`src/shared/esoc_pkg.sv`:
```
// constants of the error status and override control register bank
package esoc_pkg;

  // register offsets on the internal register port
  localparam logic [7:0] ADDR_STATUS_CTRL = 8'he2;
  localparam logic [7:0] ADDR_MGMT_ERR = 8'h40;
  localparam logic [7:0] ADDR_HOST_ERR = 8'h41;

  // reset values and the unmapped read value
  localparam logic [7:0] RST_STATUS_CTRL = 8'h00;
  localparam logic [7:0] RST_RDATA = 8'h00;
  localparam logic [7:0] RDATA_UNMAPPED = 8'h00;

  // field positions of the status and override control register
  localparam int BIT_PWM_OVERRIDE = 0;
  localparam int BIT_READ_CLEAR = 1;
  localparam int BIT_AM_FOUR = 2;
  localparam int BIT_AM_FIVE = 3;
  localparam int BIT_EDGE_LO = 4;
  localparam int BIT_EDGE_HI = 5;
  localparam int BIT_HOST_SUM = 6;
  localparam int BIT_MGMT_SUM = 7;

  // bits that software can store; the two summary flags are live
  localparam logic [5:0] CTRL_STORED_MASK = 6'h3f;

  // positions of the two input error flags inside each error status bank
  localparam int ERR_IN_FOUR = 0;
  localparam int ERR_IN_FIVE = 1;

  // tachometer edge selection codes
  localparam logic [1:0] EDGE_EITHER = 2'h0;
  localparam logic [1:0] EDGE_RISING = 2'h1;
  localparam logic [1:0] EDGE_FALLING = 2'h2;
  localparam logic [1:0] EDGE_RESERVED = 2'h3;

endpackage : esoc_pkg

```
`src/hw/esoc_ctrl.sv`:
```
// status and override control register with auto-mask, edge select and alert
`timescale 1ns/1ps
// Contract
// [RQ1] override forces all PWM outputs to full
// [RQ2] read-clear mode: management bits clear on read
// [RQ3] otherwise management bits clear by writing one
// [RQ4] input four error masks all other events
// [RQ5] management bank frozen until its four flag clears
// [RQ6] host bank frozen until its four flag clears
// [RQ7] input five auto-mask behaves the same way
// [RQ8] edge field selects tach edges, 3 reserved
// [RQ9] host summary reads one when any host bit
// [RQ10] management summary reads one when any bit
// [RQ11] management summary with enable asserts alert
// [RQ12] alert only while alert enable is set
// [RQ13] lock blocks writes to read-clear mode bit
// [RQ14] writes to summary flags have no effect
module esoc_ctrl #(
  parameter int ERR_W = 8,
  parameter int TACH_N = 4,
  parameter int PWM_N = 2,
  parameter int PWM_W = 8
) (
  input wire logic clock_i,
  input wire logic rst_b_i,
  input wire logic [7:0] reg_addr_i,
  input wire logic reg_wr_i,
  input wire logic reg_rd_i,
  input wire logic [7:0] reg_wdata_i,
  output logic [7:0] reg_rdata_o,
  input wire logic cfg_lock_i,
  input wire logic alert_enable_i,
  input wire logic general_input_four_i,
  input wire logic general_input_five_i,
  input wire logic [ERR_W-3:0] mgmt_event_i,
  input wire logic [ERR_W-3:0] host_event_i,
  input wire logic [TACH_N-1:0] tach_i,
  output logic [TACH_N-1:0] tach_pulse_o,
  input wire logic [PWM_N*PWM_W-1:0] pwm_auto_duty_i,
  output logic [PWM_N*PWM_W-1:0] pwm_duty_o,
  output logic alert_o
);

  // events allowed into a bank while an input auto-mask holds it
  function automatic logic [ERR_W-1:0] allow_mask(input logic [ERR_W-1:0] status, input logic am_four,
                                                   input logic am_five);
    logic hold_four;
    logic hold_five;
    hold_four = am_four & status[esoc_pkg::ERR_IN_FOUR];
    hold_five = am_five & status[esoc_pkg::ERR_IN_FIVE];
    allow_mask = '1;
    for (int i = 0; i < ERR_W; i++) begin
      if ((hold_four && i != esoc_pkg::ERR_IN_FOUR) || (hold_five && i != esoc_pkg::ERR_IN_FIVE)) begin
        allow_mask[i] = 1'b0;
      end
    end
  endfunction : allow_mask

  logic [5:0] ctrl;
  logic [5:0] next_ctrl;
  logic [7:0] rdata;
  logic [7:0] next_rdata;
  logic alert;
  logic next_alert;
  logic [PWM_N*PWM_W-1:0] duty;
  logic [PWM_N*PWM_W-1:0] next_duty;

  logic in_four;
  logic in_five;
  logic [1:0] edge_mode;
  logic override;
  logic read_clear;
  logic am_four;
  logic am_five;
  logic wr_ctrl;
  logic wr_mgmt;
  logic wr_host;
  logic rd_ctrl;
  logic rd_mgmt;
  logic [ERR_W-1:0] mgmt_evt;
  logic [ERR_W-1:0] host_evt;
  logic [ERR_W-1:0] mgmt_allow;
  logic [ERR_W-1:0] host_allow;
  logic [ERR_W-1:0] mgmt_clear;
  logic [ERR_W-1:0] host_clear;
  logic [ERR_W-1:0] mgmt_status;
  logic [ERR_W-1:0] host_status;
  logic mgmt_sum;
  logic host_sum;

  assign override = ctrl[esoc_pkg::BIT_PWM_OVERRIDE];
  assign read_clear = ctrl[esoc_pkg::BIT_READ_CLEAR];
  assign am_four = ctrl[esoc_pkg::BIT_AM_FOUR];
  assign am_five = ctrl[esoc_pkg::BIT_AM_FIVE];
  assign edge_mode = ctrl[esoc_pkg::BIT_EDGE_HI:esoc_pkg::BIT_EDGE_LO];

  assign wr_ctrl = reg_wr_i && reg_addr_i == esoc_pkg::ADDR_STATUS_CTRL;
  assign wr_mgmt = reg_wr_i && reg_addr_i == esoc_pkg::ADDR_MGMT_ERR;
  assign wr_host = reg_wr_i && reg_addr_i == esoc_pkg::ADDR_HOST_ERR;
  assign rd_ctrl = reg_rd_i && reg_addr_i == esoc_pkg::ADDR_STATUS_CTRL;
  assign rd_mgmt = reg_rd_i && reg_addr_i == esoc_pkg::ADDR_MGMT_ERR;

  // [RQ8] tach edge select
  for (genvar t = 0; t < TACH_N; t++) begin : g_tach
    esoc_tach_edge u_tach (
      .clock_i(clock_i),
      .rst_b_i(rst_b_i),
      .sig_i(tach_i[t]),
      .mode_i(edge_mode),
      .level_o(),
      .pulse_o(tach_pulse_o[t])
    );
  end

  // input pins only need the synchronised level
  esoc_tach_edge u_in_four (
    .clock_i(clock_i),
    .rst_b_i(rst_b_i),
    .sig_i(general_input_four_i),
    .mode_i(esoc_pkg::EDGE_RESERVED),
    .level_o(in_four),
    .pulse_o()
  );

  esoc_tach_edge u_in_five (
    .clock_i(clock_i),
    .rst_b_i(rst_b_i),
    .sig_i(general_input_five_i),
    .mode_i(esoc_pkg::EDGE_RESERVED),
    .level_o(in_five),
    .pulse_o()
  );

  assign mgmt_evt = {mgmt_event_i, in_five, in_four};
  assign host_evt = {host_event_i, in_five, in_four};

  always_comb begin
    // [RQ4] auto-mask gating
    // [RQ5] management bank frozen
    // [RQ7] input five same
    mgmt_allow = allow_mask(mgmt_status, am_four, am_five);
    // [RQ6] host bank frozen
    host_allow = allow_mask(host_status, am_four, am_five);
    mgmt_clear = '0;
    // [RQ2] clear on read
    if (rd_mgmt && read_clear) begin
      mgmt_clear = mgmt_status;
    end
    // [RQ3] write one clears
    if (wr_mgmt && !read_clear) begin
      mgmt_clear = reg_wdata_i[ERR_W-1:0];
    end
    host_clear = wr_host ? reg_wdata_i[ERR_W-1:0] : '0;
  end

  esoc_err_bank #(
    .W(ERR_W)
  ) u_mgmt_bank (
    .clock_i(clock_i),
    .rst_b_i(rst_b_i),
    .event_i(mgmt_evt),
    .allow_i(mgmt_allow),
    .clear_i(mgmt_clear),
    .status_o(mgmt_status)
  );

  esoc_err_bank #(
    .W(ERR_W)
  ) u_host_bank (
    .clock_i(clock_i),
    .rst_b_i(rst_b_i),
    .event_i(host_evt),
    .allow_i(host_allow),
    .clear_i(host_clear),
    .status_o(host_status)
  );

  // [RQ9] host summary flag
  assign host_sum = |host_status;
  // [RQ10] management summary flag
  assign mgmt_sum = |mgmt_status;

  always_comb begin
    next_ctrl = ctrl;
    // [RQ14] summary bits not stored
    if (wr_ctrl) begin
      next_ctrl = reg_wdata_i[5:0] & esoc_pkg::CTRL_STORED_MASK;
      // [RQ13] lock holds read-clear
      if (cfg_lock_i) begin
        next_ctrl[esoc_pkg::BIT_READ_CLEAR] = read_clear;
      end
    end
    next_rdata = rdata;
    if (reg_rd_i) begin
      case (reg_addr_i)
        esoc_pkg::ADDR_STATUS_CTRL: next_rdata = {mgmt_sum, host_sum, ctrl};
        esoc_pkg::ADDR_MGMT_ERR: next_rdata = 8'(mgmt_status);
        esoc_pkg::ADDR_HOST_ERR: next_rdata = 8'(host_status);
        default: next_rdata = esoc_pkg::RDATA_UNMAPPED;
      endcase
    end
    // [RQ11] summary drives alert
    // [RQ12] alert gated by enable
    next_alert = mgmt_sum & alert_enable_i;
    // [RQ1] full duty override
    next_duty = override ? '1 : pwm_auto_duty_i;
  end

  always_ff @(posedge clock_i or negedge rst_b_i) begin
    if (!rst_b_i) begin
      ctrl <= esoc_pkg::RST_STATUS_CTRL[5:0];
      rdata <= esoc_pkg::RST_RDATA;
      alert <= 1'b0;
      duty <= '0;
    end else begin
      ctrl <= next_ctrl;
      rdata <= next_rdata;
      alert <= next_alert;
      duty <= next_duty;
    end
  end

  assign reg_rdata_o = rdata;
  assign alert_o = alert;
  assign pwm_duty_o = duty;
endmodule : esoc_ctrl

```
`src/hw/esoc_tach_edge.sv`:
```
// two-flop synchroniser and selectable edge detector for one input pin
`timescale 1ns/1ps
module esoc_tach_edge (
  input wire logic clock_i,
  input wire logic rst_b_i,
  input wire logic sig_i,
  input wire logic [1:0] mode_i,
  output logic level_o,
  output logic pulse_o
);

  logic meta;
  logic sync;
  logic prev;
  logic pulse;
  logic next_pulse;
  logic rise;
  logic fall;

  // the first stage feeds only the second stage
  always_comb begin
    rise = sync & ~prev;
    fall = ~sync & prev;
    case (mode_i)
      esoc_pkg::EDGE_EITHER: next_pulse = rise | fall;
      esoc_pkg::EDGE_RISING: next_pulse = rise;
      esoc_pkg::EDGE_FALLING: next_pulse = fall;
      default: next_pulse = 1'b0;
    endcase
  end

  always_ff @(posedge clock_i or negedge rst_b_i) begin
    if (!rst_b_i) begin
      meta <= 1'b0;
      sync <= 1'b0;
      prev <= 1'b0;
      pulse <= 1'b0;
    end else begin
      meta <= sig_i;
      sync <= meta;
      prev <= sync;
      pulse <= next_pulse;
    end
  end

  assign level_o = sync;
  assign pulse_o = pulse;

endmodule : esoc_tach_edge

```
`src/hw/esoc_err_bank.sv`:
```
// sticky error status bank with gated set and per-bit clear
`timescale 1ns/1ps
module esoc_err_bank #(
  parameter int W = 8
) (
  input wire logic clock_i,
  input wire logic rst_b_i,
  input wire logic [W-1:0] event_i,
  input wire logic [W-1:0] allow_i,
  input wire logic [W-1:0] clear_i,
  output logic [W-1:0] status_o
);

  logic [W-1:0] status;
  logic [W-1:0] next_status;

  // a set in the clearing cycle wins over the clear
  always_comb begin
    next_status = (status & ~clear_i) | (event_i & allow_i);
  end

  always_ff @(posedge clock_i or negedge rst_b_i) begin
    if (!rst_b_i) begin
      status <= '0;
    end else begin
      status <= next_status;
    end
  end

  assign status_o = status;

endmodule : esoc_err_bank

```
`config.mk`:
```
export PLATFORM = sky130hd
export DESIGN_NAME = esoc_ctrl
export DESIGN_NICKNAME = d
export VERILOG_FILES = /design/src/shared/esoc_pkg.sv /design/src/hw/esoc_ctrl.sv /design/src/hw/esoc_tach_edge.sv /design/src/hw/esoc_err_bank.sv
export SDC_FILE = /design/constraint.sdc
export NUM_CORES = 1
export LEC_CHECK = 0
export BUFFER_PORTS_ARGS = -buffer_cell sky130_fd_sc_hd__buf_2
export CELL_PAD_IN_SITES_DETAIL_PLACEMENT = 2
export CELL_PAD_IN_SITES_GLOBAL_PLACEMENT = 2
export CORE_UTILIZATION = 34
export CTS_BUF_LIST = sky130_fd_sc_hd__clkbuf_4 sky130_fd_sc_hd__clkbuf_8 sky130_fd_sc_hd__clkbuf_16
export CTS_CLUSTER_SIZE = 14
export DETAILED_ROUTE_END_ITERATION = 6
export HOLD_SLACK_MARGIN = 0.08
export PLACE_DENSITY_LB_ADDON = 0.1
export SYNTH_ARGS = -nofsm -noshare
export SYNTH_HDL_FRONTEND = slang
export SYNTH_SLANG_ARGS = --single-unit
export TNS_END_PERCENT = 100
```
`constraint.sdc`:
```
create_clock -name clock_i -period 2.5 [get_ports clock_i]
set_clock_uncertainty 0.05 [all_clocks]
set_input_delay 0 -clock clock_i [delete_from_list [all_inputs] [get_ports clock_i]]
set_output_delay 0 -clock clock_i [all_outputs]
set_load 0.1 [all_outputs]
```
# Word level (Yosys, flattened, before mapping)
# Index checks and enable logic that the tools add are counted.
totals:
  ff_bits: 67
  output_inout_bits: 29
  wordCells: 94
classes:
  muxes: 15
  n_bitwise: 34
  reduce_logical: 13
  eq_ne: 5
op_table:
  columns: ["operator", "n"]
  rows:
  - ["bitwise AND 8 bit", 4]
  - ["two-way mux 8 bit", 3]
  - ["one-hot mux 8 bit (3 select lines)", 1]
  - ["== test 8 x 7 -> 1 bit, second input constant", 2]
  - ["two-way mux 16 bit", 1]
  - ["inverter 8 bit", 2]
  - ["bitwise OR 8 bit", 2]
  - ["OR reduction 8 bit", 2]
  - ["bitwise AND 1 bit", 13]
  - ["one-hot mux 1 bit (3 select lines)", 4]
  - ["inverter 1 bit", 9]
  - ["== test 8 bit, second input constant", 1]
  - ["logical AND 1 bit", 6]
  - ["two-way mux 1 bit", 6]
  - ["bitwise OR 1 bit", 4]
  - ["== test 2 x 1 -> 1 bit, second input constant", 1]
  - ["== test 2 bit, second input constant", 1]
  - ["zero test 2 bit", 1]
  - ["logical OR 1 bit", 2]
  - ["AND reduction 2 bit", 1]
  - ["zero test 1 bit", 1]

# Depth between registers and ports, before layout
# Gate-level depths: netlist of the first run.
logic_depth:
  depth_word: 8
  ltp_mapped: 6
  mapped_depth_nobuf: 5

# Cells and area by module
# Synthesis of the first run repeated with hierarchy kept, for this count alone.
unflattened:
  hier_cells: 300
  hier_area_um2: 3213.1
by_module_without_submodules:
  columns: ["mod", "n_inst", "cells_per_inst", "area_each_um2", "seq_area_each_um2"]
  rows:
  - ["esoc_ctrl", 1, 164, 1606.5, 775.7]
  - ["esoc_tach_edge", 6, 12, 157.7, 100.1]
  - ["esoc_err_bank", 2, 32, 330.3, 200.2]

# Worst setup path before layout of the first run
# Ideal clock, no wire load.
synth_path:
  kind: "register to register"
  start: "reg, netlist name reg_rdata_o[7]"
  end: "reg rdata[7] (netlist: reg_rdata_o[7])"
  arrival_time_ns: 1.222
  path_stages_with_launch: 4
  setup_slack_ns: 1.085
  period_less_slack_ns: 1.415
  required_ns: 2.308
  path_buffers: 0
  cell_sequence: "dfrtp_1 -> nor2b_1 -> a41oi_1 -> o21ai_0"
synth_lines:
  columns: ["item", "line_no", "source"]
  rows:
  - ["end signal: assignment", "esoc_ctrl.sv:212", "rdata <= esoc_pkg::RST_RDATA;"]
  - ["end signal: assignment", "esoc_ctrl.sv:217", "rdata <= next_rdata;"]
  - ["end: declaration", "esoc_ctrl.sv:61", "logic [7:0] rdata;"]

# Worst setup path in the final report of the first run
layout_path:
  start: "in reg_addr_i[4]"
  end: "reg ctrl[1]"
layout_between:
  elab_chain_cells: 3
layout_lines:
  columns: ["item", "line_no", "source"]
  rows:
  - ["start: declaration", "esoc_ctrl.sv:26", "input wire logic [7:0] reg_addr_i,"]
  - ["== test 8 bit", "esoc_ctrl.sv:97", "assign wr_ctrl = reg_wr_i && reg_addr_i == esoc_pkg::ADDR_STATUS_CTRL;"]
  - ["logical AND 1 bit", "esoc_ctrl.sv:97", null]
  - ["AND reduction 2 bit (no source line)", null, null]
  - ["end signal: assignment", "esoc_ctrl.sv:211", "ctrl <= esoc_pkg::RST_STATUS_CTRL[5:0];"]
  - ["end signal: assignment", "esoc_ctrl.sv:216", "ctrl <= next_ctrl;"]
  - ["end: declaration", "esoc_ctrl.sv:59", "logic [5:0] ctrl;"]
# Every way passes these cells.
# A chain may end at the register's enable or synchronous reset.

==> results.yml, run 1 <==
run_status:
  outcome: "finished, final reports clean"
yosys:
  async_reset_ff_frac: 1.00
  synth_area_um2: 2780
  ys.warnings.count: 0
  synth-edff-count: 0
  synth_top_cell_by_area: "dfrtp_1"
  synth_cells: 243
  synth.ff_latch_count: 67
  syn_nets: 307
  netlist_top_cells_area: "dfrtp_1, nand2_1, ha_1"
  synth.top_cell.area_share: 0.604
  yosysMostFrequentCell: "dfrtp_1"
  avgSynthCellArea_um2: 11.4
  seq_area_frac_synth: 0.604
  synth_flop_cell: "dfrtp_1"
  synth_common_cells: "dfrtp_1, nand2_1, o21ai_0, or2_2, inv_1"
  synth_cell_types: 33
sta:
  hold_viol: 0
  period_minus_slack_ns: 2.39
  setup_slack_ns: 0.114
  max_clock_freq_ghz: 0.419
  rsz0062_at_grt: "false"
  fin_crit_sh: 0.954
  finalMaxSlewViolations: 0
  fin_setup_tns_ns: 0
  worstMarginPinSlew_ns: 0.765
  slew_headroom: 0.490
  setup_violations: 0
setup_path:
  arrival_ns: 2.57
  crit_fanout: 7
  required_ns: 2.68
  start_kind: "primary input"
  endpoint_kind: "flop"
  critPathKind: "in2reg"
floorplanning:
  start_util: 0.356
  dieArea_um2: 8530
  die_width_um: 92.4
  core_um2: 7810
  die_h_um: 92.4
  rows: 32
  io_pins: 85
global_route:
  grt_pass1_vias: 2741
  grt_pass1_wl_um: 14500
  grt_start_max_net_pins: 39
  grt_overflow: 0
  antenna_found_initial: 0
  track_usage: 0.232
worst_hold_path:
  hold_path.class: "in2reg"
cts:
  cts_made_buffers: 9
  h-tree-depth: 3
  clk_path_buf_depth: 2
  cts_tree: "yes"
  numClockSinks: 67
  clockRootBuffer: "clkbuf_8"
  clk_latency_ns: 0.35
  clk_pin_slew_ns: 0.08
pwr:
  vdd_drop_max_uv: 286
  total_power_mw: 2.59
  power_density_nw_per_um2: 636
  p_leak_nw: 1.85
place:
  gp_congestion: 0.747
  post-place-ws_ns: 0.908
  dp_hpwl_um: 5530
  numPortBuffers: 84
drt:
  drtIter0Drc: 86
  wl_per_cell_um: 18.6
  drc: 0
  via_per_inst: 4.86
  wl_um: 9070
  dr.pass1.iters: 4
  ant_nets: 0
  vias: 2377
final_layout:
  layout.nets: 446
  synthToLayoutAreaGrowth_pct: 46.4
  postLayoutCoreUtil: 0.521
  num_antenna_cells: 0
  drive_gt1_frac: 0.328
flow_run:
  drv_cap: 0
-- state kept, by name, summed over array words and instances (netlist names), 4 cells and up --
| signal | count |
|---|---|
| u_mgmt_bank.status_o | 8 |
| reg_rdata_o | 8 |
| g_tach.u_tach.meta | 4 |
| g_tach.u_tach.level_o | 4 |
| ctrl | 6 |
| g_tach.u_tach.pulse_o | 4 |
| g_tach.u_tach.prev | 4 |
| u_host_bank.status_o | 8 |
| pwm_duty_o | 16 |
-- layout by cell type (no fill, tap or decap), types with 8 or more instances in the layout --
cell | Yosys | routed
dlygate4sd3_1 | 0 | 58
inv_1 | 14 | 14
buf_2 | 2 | 84
o21ai_0 | 16 | 16
a21oi_1 | 10 | 10
clkbuf_8 | 1 | 9
a22oi_1 | 8 | 8
nand2_1 | 35 | 35
a22o_1 | 8 | 8
dfrtp_1 | 67 | 67
or2_2 | 16 | 16
ha_1 | 8 | 8
-- layer usage --
| metal | routed length [um] | part of all wire | track usage |
|---|---|---|---|
| met4 | 115 | 0.013 | 0.0794 |
| met1 | 3640 | 0.40 | 0.271 |
| met2 | 4930 | 0.54 | 0.417 |
| met3 | 388 | 0.043 | 0.0517 |
| met5 | 0 | 0 | 0 |
-- final timing paths --
kind	start	to	slack [ns]	cells after the start
max	reg_addr_i[4]	ctrl[1]	0.11	7
min	reg_addr_i[2]	reg_rdata_o[7]	0.11	4
max reg2reg	ctrl[1]	u_mgmt_bank.status_o[2]	0.38	5
min reg2reg	g_tach[3].u_tach.meta	g_tach[3].u_tach.level_o	0.32	0
max in group asynchronous	rst_b_i	g_tach[1].u_tach.pulse_o	1.52	3
min in group asynchronous	rst_b_i	pwm_duty_o[9]	0.20	2
-- timing repair --
item / in CTS / in global routing
setup endpoints to repair: 0 / 0
buffers inserted: 0 / 0
hold endpoints to repair: 76 / 0
resized for setup: 0 / 0
hold buffers: 58 / 0
-- cell families after synthesis --
family          after synthesis  synth area share
mux                           8            0.0315
compound gates               52             0.122
flops                        67             0.604
buf+inv                      29            0.0491
simple gates                 79             0.158
fa+ha+maj                     8            0.0360
-- final cells by class --
cell class,instances,area (um^2)
Timing Repair Buffer,143,1020
Clock inverter,7,101
Sequential cell,67,1680
Clock buffer,9,124
Tap cell,102,128
Multi-Input combinational cell,147,965
Fill cell,802,3740
Inverter,14,52.6
-- critical path, stage by stage --
cell and delay, ns:
dlygate4sd3_1 0.53, buf_2 0.14, nor4b_4 0.45, nand3_1 0.35, nor2_1 0.21, mux2_2 0.34
dlygate4sd3_1 0.55
-- stage by stage --
stage / std cells / instance area [um^2] / hold WS (ns)
final: 489 / 4070 / 0.114
after global routing: 489 / 4070 / 0.130
after CTS: 489 / 4070 / 0.0909
after detailed placement: 415 / 3260 / 0.0571
after global placement: 415 / 3260 / 0.0519
after floorplan: 243 / 2780 / -0.346
-- power by group --
part	switching (mW)	internal (mW)	leakage, nW
clock	0.458	0.568	0.106
sequential	0.0240	1.12	0.766
combinational	0.282	0.135	0.975
Power figures use the tool's default switching activity.
==> run 2, diff against run 1 <==
Settings changed: CORE_ASPECT_RATIO from default to 1.4.
==> run 2 against run 1 <==
  * Core utilization is 0.84 points lower
  * Count of clock-buffer cells in the layout increased by 1
  * Cell count down 0.41%
  * Non-clock buffer count is 1 higher
  * Sequential share of layout area rose by 0.47 points
  * Critical endpoint unchanged
  * Largest power group unchanged
==> results.yml, run 2 (synthesis results as in run 1) <==
drt:
  drc: 0
  wl_per_cell_um: 18.9
  wl_um: 9230
  drtIter0Drc: 134
  ant_nets: 0
  vias: 2411
  dr.pass1.iters: 4
  via_per_inst: 4.95
final_layout:
  largest_reg_flops: 16
  final_common_cell: "buf_2"
  drive_gt1_frac: 0.328
  num_antenna_cells: 0
  synthToLayoutAreaGrowth_pct: 44.8
  layout.nets: 447
  final_cell_mix: "buf_2, dfrtp_1, dlygate4sd3_1, nand2_1"
setup_path:
  start_kind: "primary input"
  crit_top_cell: "dlygate4sd3_1"
  crit_path_cell_trace: "dlygate4sd3_1, buf_2, nor4b_4, nand3_1, nor2_1, mux2_2, dlygate4sd3_1"
  arrival_ns: 2.50
  endpoint_kind: "flop"
  required_ns: 2.68
  crit_slowest_cell: "dlygate4sd3_1"
  slowest_delay_ns: 0.55
  crit_fanout: 7
  critPathKind: "in2reg"
pwr:
  power_density_nw_per_um2: 610
  vdd_drop_max_uv: 391
  p_leak_nw: 1.83
  total_power_mw: 2.45
cts:
  cts_tree: "yes"
  clk_latency_ns: 0.36
  numClockSinks: 67
  h-tree-depth: 3
  clockRootBuffer: "clkbuf_8"
  clk_pin_slew_ns: 0.07
  cts-resized-gates: 0
  clk_path_buf_depth: 2
  cts_made_buffers: 9
sta:
  worstMarginPinSlew_ns: 0.801
  fin_setup_tns_ns: 0
  max_clock_freq_ghz: 0.431
  finalMaxSlewViolations: 0
  slew_headroom: 0.466
  fin_crit_sh: 0.928
  period_minus_slack_ns: 2.32
  setup_violations: 0
  rsz0062_at_grt: "false"
  hold_viol: 0
floorplanning:
  rows: 38
  die_h_um: 109
  start_util: 0.354
  die_width_um: 78.4
  core_um2: 7850
  io_pins: 85
  dieArea_um2: 8540
global_route:
  antenna_found_initial: 0
  track_usage: 0.239
  grt_pass1_wl_um: 14800
  grt_overflow: 0
  grt_pass1_vias: 2818
  grt_start_max_net_pins: 34
place:
  numPortBuffers: 84
  gp_congestion: 0.771
  dp_hpwl_um: 5700
worst_hold_path:
  hold_path.class: "in2reg"
run_status:
  outcome: "finished, final reports clean"
flow_run:
  drv_cap: 0
## run 2: through the flow
step,hold slack [ns],cell area (um^2),setup WS [ns],utilization,cells
after global placement,0.0572,3250,0.930,0.415,414
after global routing,0.120,4020,0.0363,0.513,487
after floorplan,-0.346,2780,1.09,-,243
final,0.100,4020,0.179,0.513,487
after detailed placement,0.0596,3250,0.879,0.415,414
after CTS,0.0972,4020,0.164,0.513,487
## run 2: area by class of cell
cell class,instances,area (um^2)
inverters,14,52.6
clock inverters,5,55.1
fillers,804,3820
clock buffers,10,131
well taps,100,125
repair buffers,144,1020
multi-input cells,147,965
flip-flops and latches,67,1680
## run 2: timing repair
action	4_1_cts	5_1_grt
buffers inserted	0	0
hold buffers	58	0
endpoints found under the hold margin	78	0
## run 2: critical path: cells and delay by family
family	cells	cell delay, ns
mux	1	0.35
buf+inv	3	1.21
simple gates	3	0.94
## run 2: power by group
part	switching, mW	leakage, nW	internal [mW]
combinational	0.279	0.975	0.133
clock	0.432	0.0916	0.463
sequential	0.0246	0.766	1.12
total	0.736	1.83	1.72
## run 2: layer usage
metal | wire length (um) | vias to the layer above | global-route usage
li1 | - | 1107 | -
met5 | 0 | - | 0
met4 | 212 | 0 | 0.107
met2 | 5230 | 56 | 0.452
met3 | 277 | 14 | 0.0444
met1 | 3500 | 1234 | 0.255
## run 2: worst paths after layout
check                           cells after the start                       end                   from  slack, ns
worst max-delay path                                7                   ctrl[1]          reg_addr_i[4]       0.18
worst min-delay path                                4            reg_rdata_o[7]          reg_addr_i[2]       0.10
worst max register to register                      5   u_mgmt_bank.status_o[6]                ctrl[1]       0.45
worst min register to register                      0  g_tach[3].u_tach.level_o  g_tach[3].u_tach.meta       0.30
max in group asynchronous                           3  g_tach[2].u_tach.pulse_o                rst_b_i       1.43
min in group asynchronous                           2  g_tach[1].u_tach.level_o                rst_b_i       0.21
==> run 3, diff against run 2 <==
Settings changed: ABC_AREA from default to 1, CORE_UTILIZATION 34 to 33.
==> run 3 against run 2 <==
  * Maximum frequency up 4.4%
  * First-iteration DRC count is 50% higher
  * Critical endpoint is now u_mgmt_bank.status_o[3]
  * Cell count is 23% higher
  * Sequential share of layout area shrank 4.5 points
  * Area after synthesis up 10%
  * Global-route usage rose by 2.9 points
  * Largest cell class unchanged
  * Non-clock buffer count is 1 higher
  * Total power increased by 23%
  * Count of clock-buffer cells in the layout increased by 2
  * Hold slack better by 0.038 ns
  * Die area is 13% higher
==> results.yml, run 3 <==
final_layout:
  nFillCells: 965
  num_antenna_cells: 0
  final_cell_mix: "nand2_1, buf_2, dfrtp_1, dlygate4sd3_1, nand3_1"
  postLayoutCoreUtil: 0.500
  multi_input_area_um2: 1170
  regArea_um2: 1680
  largest_reg_flops: 16
  synthToLayoutAreaGrowth_pct: 47.2
  layout.nets: 549
  final_common_cell: "nand2_1"
  drive_gt1_frac: 0.286
drt:
  vias: 3000
  dr_wl_met2_um: 7030
  wl_um: 12200
  dr.pass1.iters: 4
  drc: 0
  met3WireLength_um: 528
  drtIter0Drc: 201
  via_per_inst: 5.03
  ant_nets: 0
  wl_per_cell_um: 20.5
  drt-met1-wl_um: 4250
  top_layer_used: "met4"
cts:
  clockRootBuffer: "clkbuf_16"
  numClockSinks: 67
  h-tree-depth: 3
  post_cts_buffers: 0
  cts_tree: "yes"
  cts_made_buffers: 9
  clk_path_buf_depth: 2
  cts_hold_buf: 60
  clk_pin_slew_ns: 0.06
  clk_latency_ns: 0.33
  cts-resized-gates: 0
run_status:
  outcome: "finished, final reports clean"
global_route:
  grt_start_max_net_pins: 68
  grt_pass1_vias: 3512
  grt_pass1_wl_um: 19000
  track_usage: 0.267
  grt_overflow: 0
  antenna_found_initial: 0
yosys:
  synth_cells: 338
  synth_common_cells: "nand2_1, dfrtp_1, nand3_1, inv_1, or2_2"
  synth_area_um2: 3060
  avgSynthCellArea_um2: 9.07
  syn_nets: 402
  synth_top_cell_by_area: "dfrtp_1"
  async_reset_ff_frac: 1.00
  yosysMostFrequentCell: "nand2_1"
  seq_area_frac_synth: 0.547
  ys.warnings.count: 0
  synth_flop_cell: "dfrtp_1"
  synth_cell_types: 24
  synth-edff-count: 0
  synth.top_cell.area_share: 0.547
  synth.ff_latch_count: 67
  netlist_top_cells_area: "dfrtp_1, nand2_1, nand3_1"
place:
  gp_congestion: 0.805
  numPortBuffers: 84
  dp_hpwl_um: 6520
flow_run:
  drv_cap: 0
sta:
  hold_viol: 0
  rsz0062_at_grt: "false"
  period_minus_slack_ns: 2.22
  slew_headroom: 0.522
  fin_setup_tns_ns: 0
  max_clock_freq_ghz: 0.450
  setup_violations: 0
  fin_crit_sh: 0.889
  finalMaxSlewViolations: 0
  worstMarginPinSlew_ns: 0.714
setup_path:
  rrSetupSlack_ns: 0.28
  start_kind: "flop"
  cp-endpoint: "u_mgmt_bank.status_o[3]"
  endpoint_kind: "flop"
  critPathKind: "reg2reg"
  required_ns: 2.67
  r2r-start: "ctrl[1]"
  timing.rr.end: "u_mgmt_bank.status_o[3]"
  crit_fanout: 8
  crit_path_start: "ctrl[1]"
  arrival_ns: 2.39
  rr_worst_depth: 5
floorplanning:
  die_h_um: 116
  rows: 41
  start_util: 0.339
  dieArea_um2: 9680
  core_um2: 9030
  io_pins: 85
  die_width_um: 83.4
pwr:
  p_leak_nw: 2.42
  vdd_drop_max_uv: 573
  power_density_nw_per_um2: 668
worst_hold_path:
  hold_path.class: "in2reg"
run 3: cell types whose count changed after synthesis, moves of 9 or more:
cell,change
a21oi_1,-10
inv_1,+24
nand2_1,+65
nand3_1,+49
nor2_1,+9
o21ai_0,-10
run 3: kinds of logic after synthesis:
logic type,synth area share
flip-flops,0.547
AO/OA/AOI/OAI,0.0265
adder cells (fa/ha/maj),0.0327
buffers and inverters,0.0702
AND/OR/NAND/NOR,0.323
run 3: how the worst min path moves through the flow:
stage                  start                    end  slack [ns]  cells after the start
floorplan            rst_b_i                alert_o       -0.35                      0
global placement     rst_b_i  g_tach[3].u_tach.meta      -0.002                      2
detailed placement   rst_b_i  g_tach[3].u_tach.meta       0.002                      2
CTS                 reg_wr_i                ctrl[4]        0.13                      4
global route        reg_wr_i                ctrl[5]        0.20                      4
finish              reg_wr_i                ctrl[5]        0.14                      4
run 3: cell type report:
| class | count | area share |
|---|---|---|
| clock buffers | 12 | 0.0577 |
| clock inverters | 4 | 0.0161 |
| inverters | 41 | 0.0344 |
| multi-input cells | 221 | 0.260 |
| flip-flops and latches | 67 | 0.372 |
| well taps | 107 | 0.0297 |
| repair buffers | 145 | 0.231 |
run 3: power by group:
| group | internal [mW] | total [mW] | switching [mW] |
|---|---|---|---|
| logic | 0.131 | 0.420 | 0.288 |
| clock network | 0.938 | 1.44 | 0.503 |
| registers | 1.12 | 1.15 | 0.0314 |
run 3: worst max-delay path, stage by stage (launching register included):
cell and delay (ns):
dfrtp_1 0.47, nor2_1 0.60, nand3_1 0.18, nand3_1 0.16, nand2_1 0.08, dlygate4sd3_1 0.56
run 3: metal layers:
layer  GRT usage  vias up
met1       0.269     1518
li1            -     1353
met3      0.0563       31
met2       0.522       98
met5           0        -
met4       0.131        0
run 3: metrics by stage:
step                setup slack (ns)  hold slack [ns]  total power [mW]  area [um^2]  std cells
finish                         0.277            0.139              3.01         4510        597
global route                   0.184            0.204              3.10         4510        597
CTS                            0.446            0.133              2.99         4510        597
detailed placement              1.05          0.00244              1.52         3580        521
global placement                1.16         -0.00150              1.51         3580        521
floorplan                       1.29           -0.346              1.39         3060        338
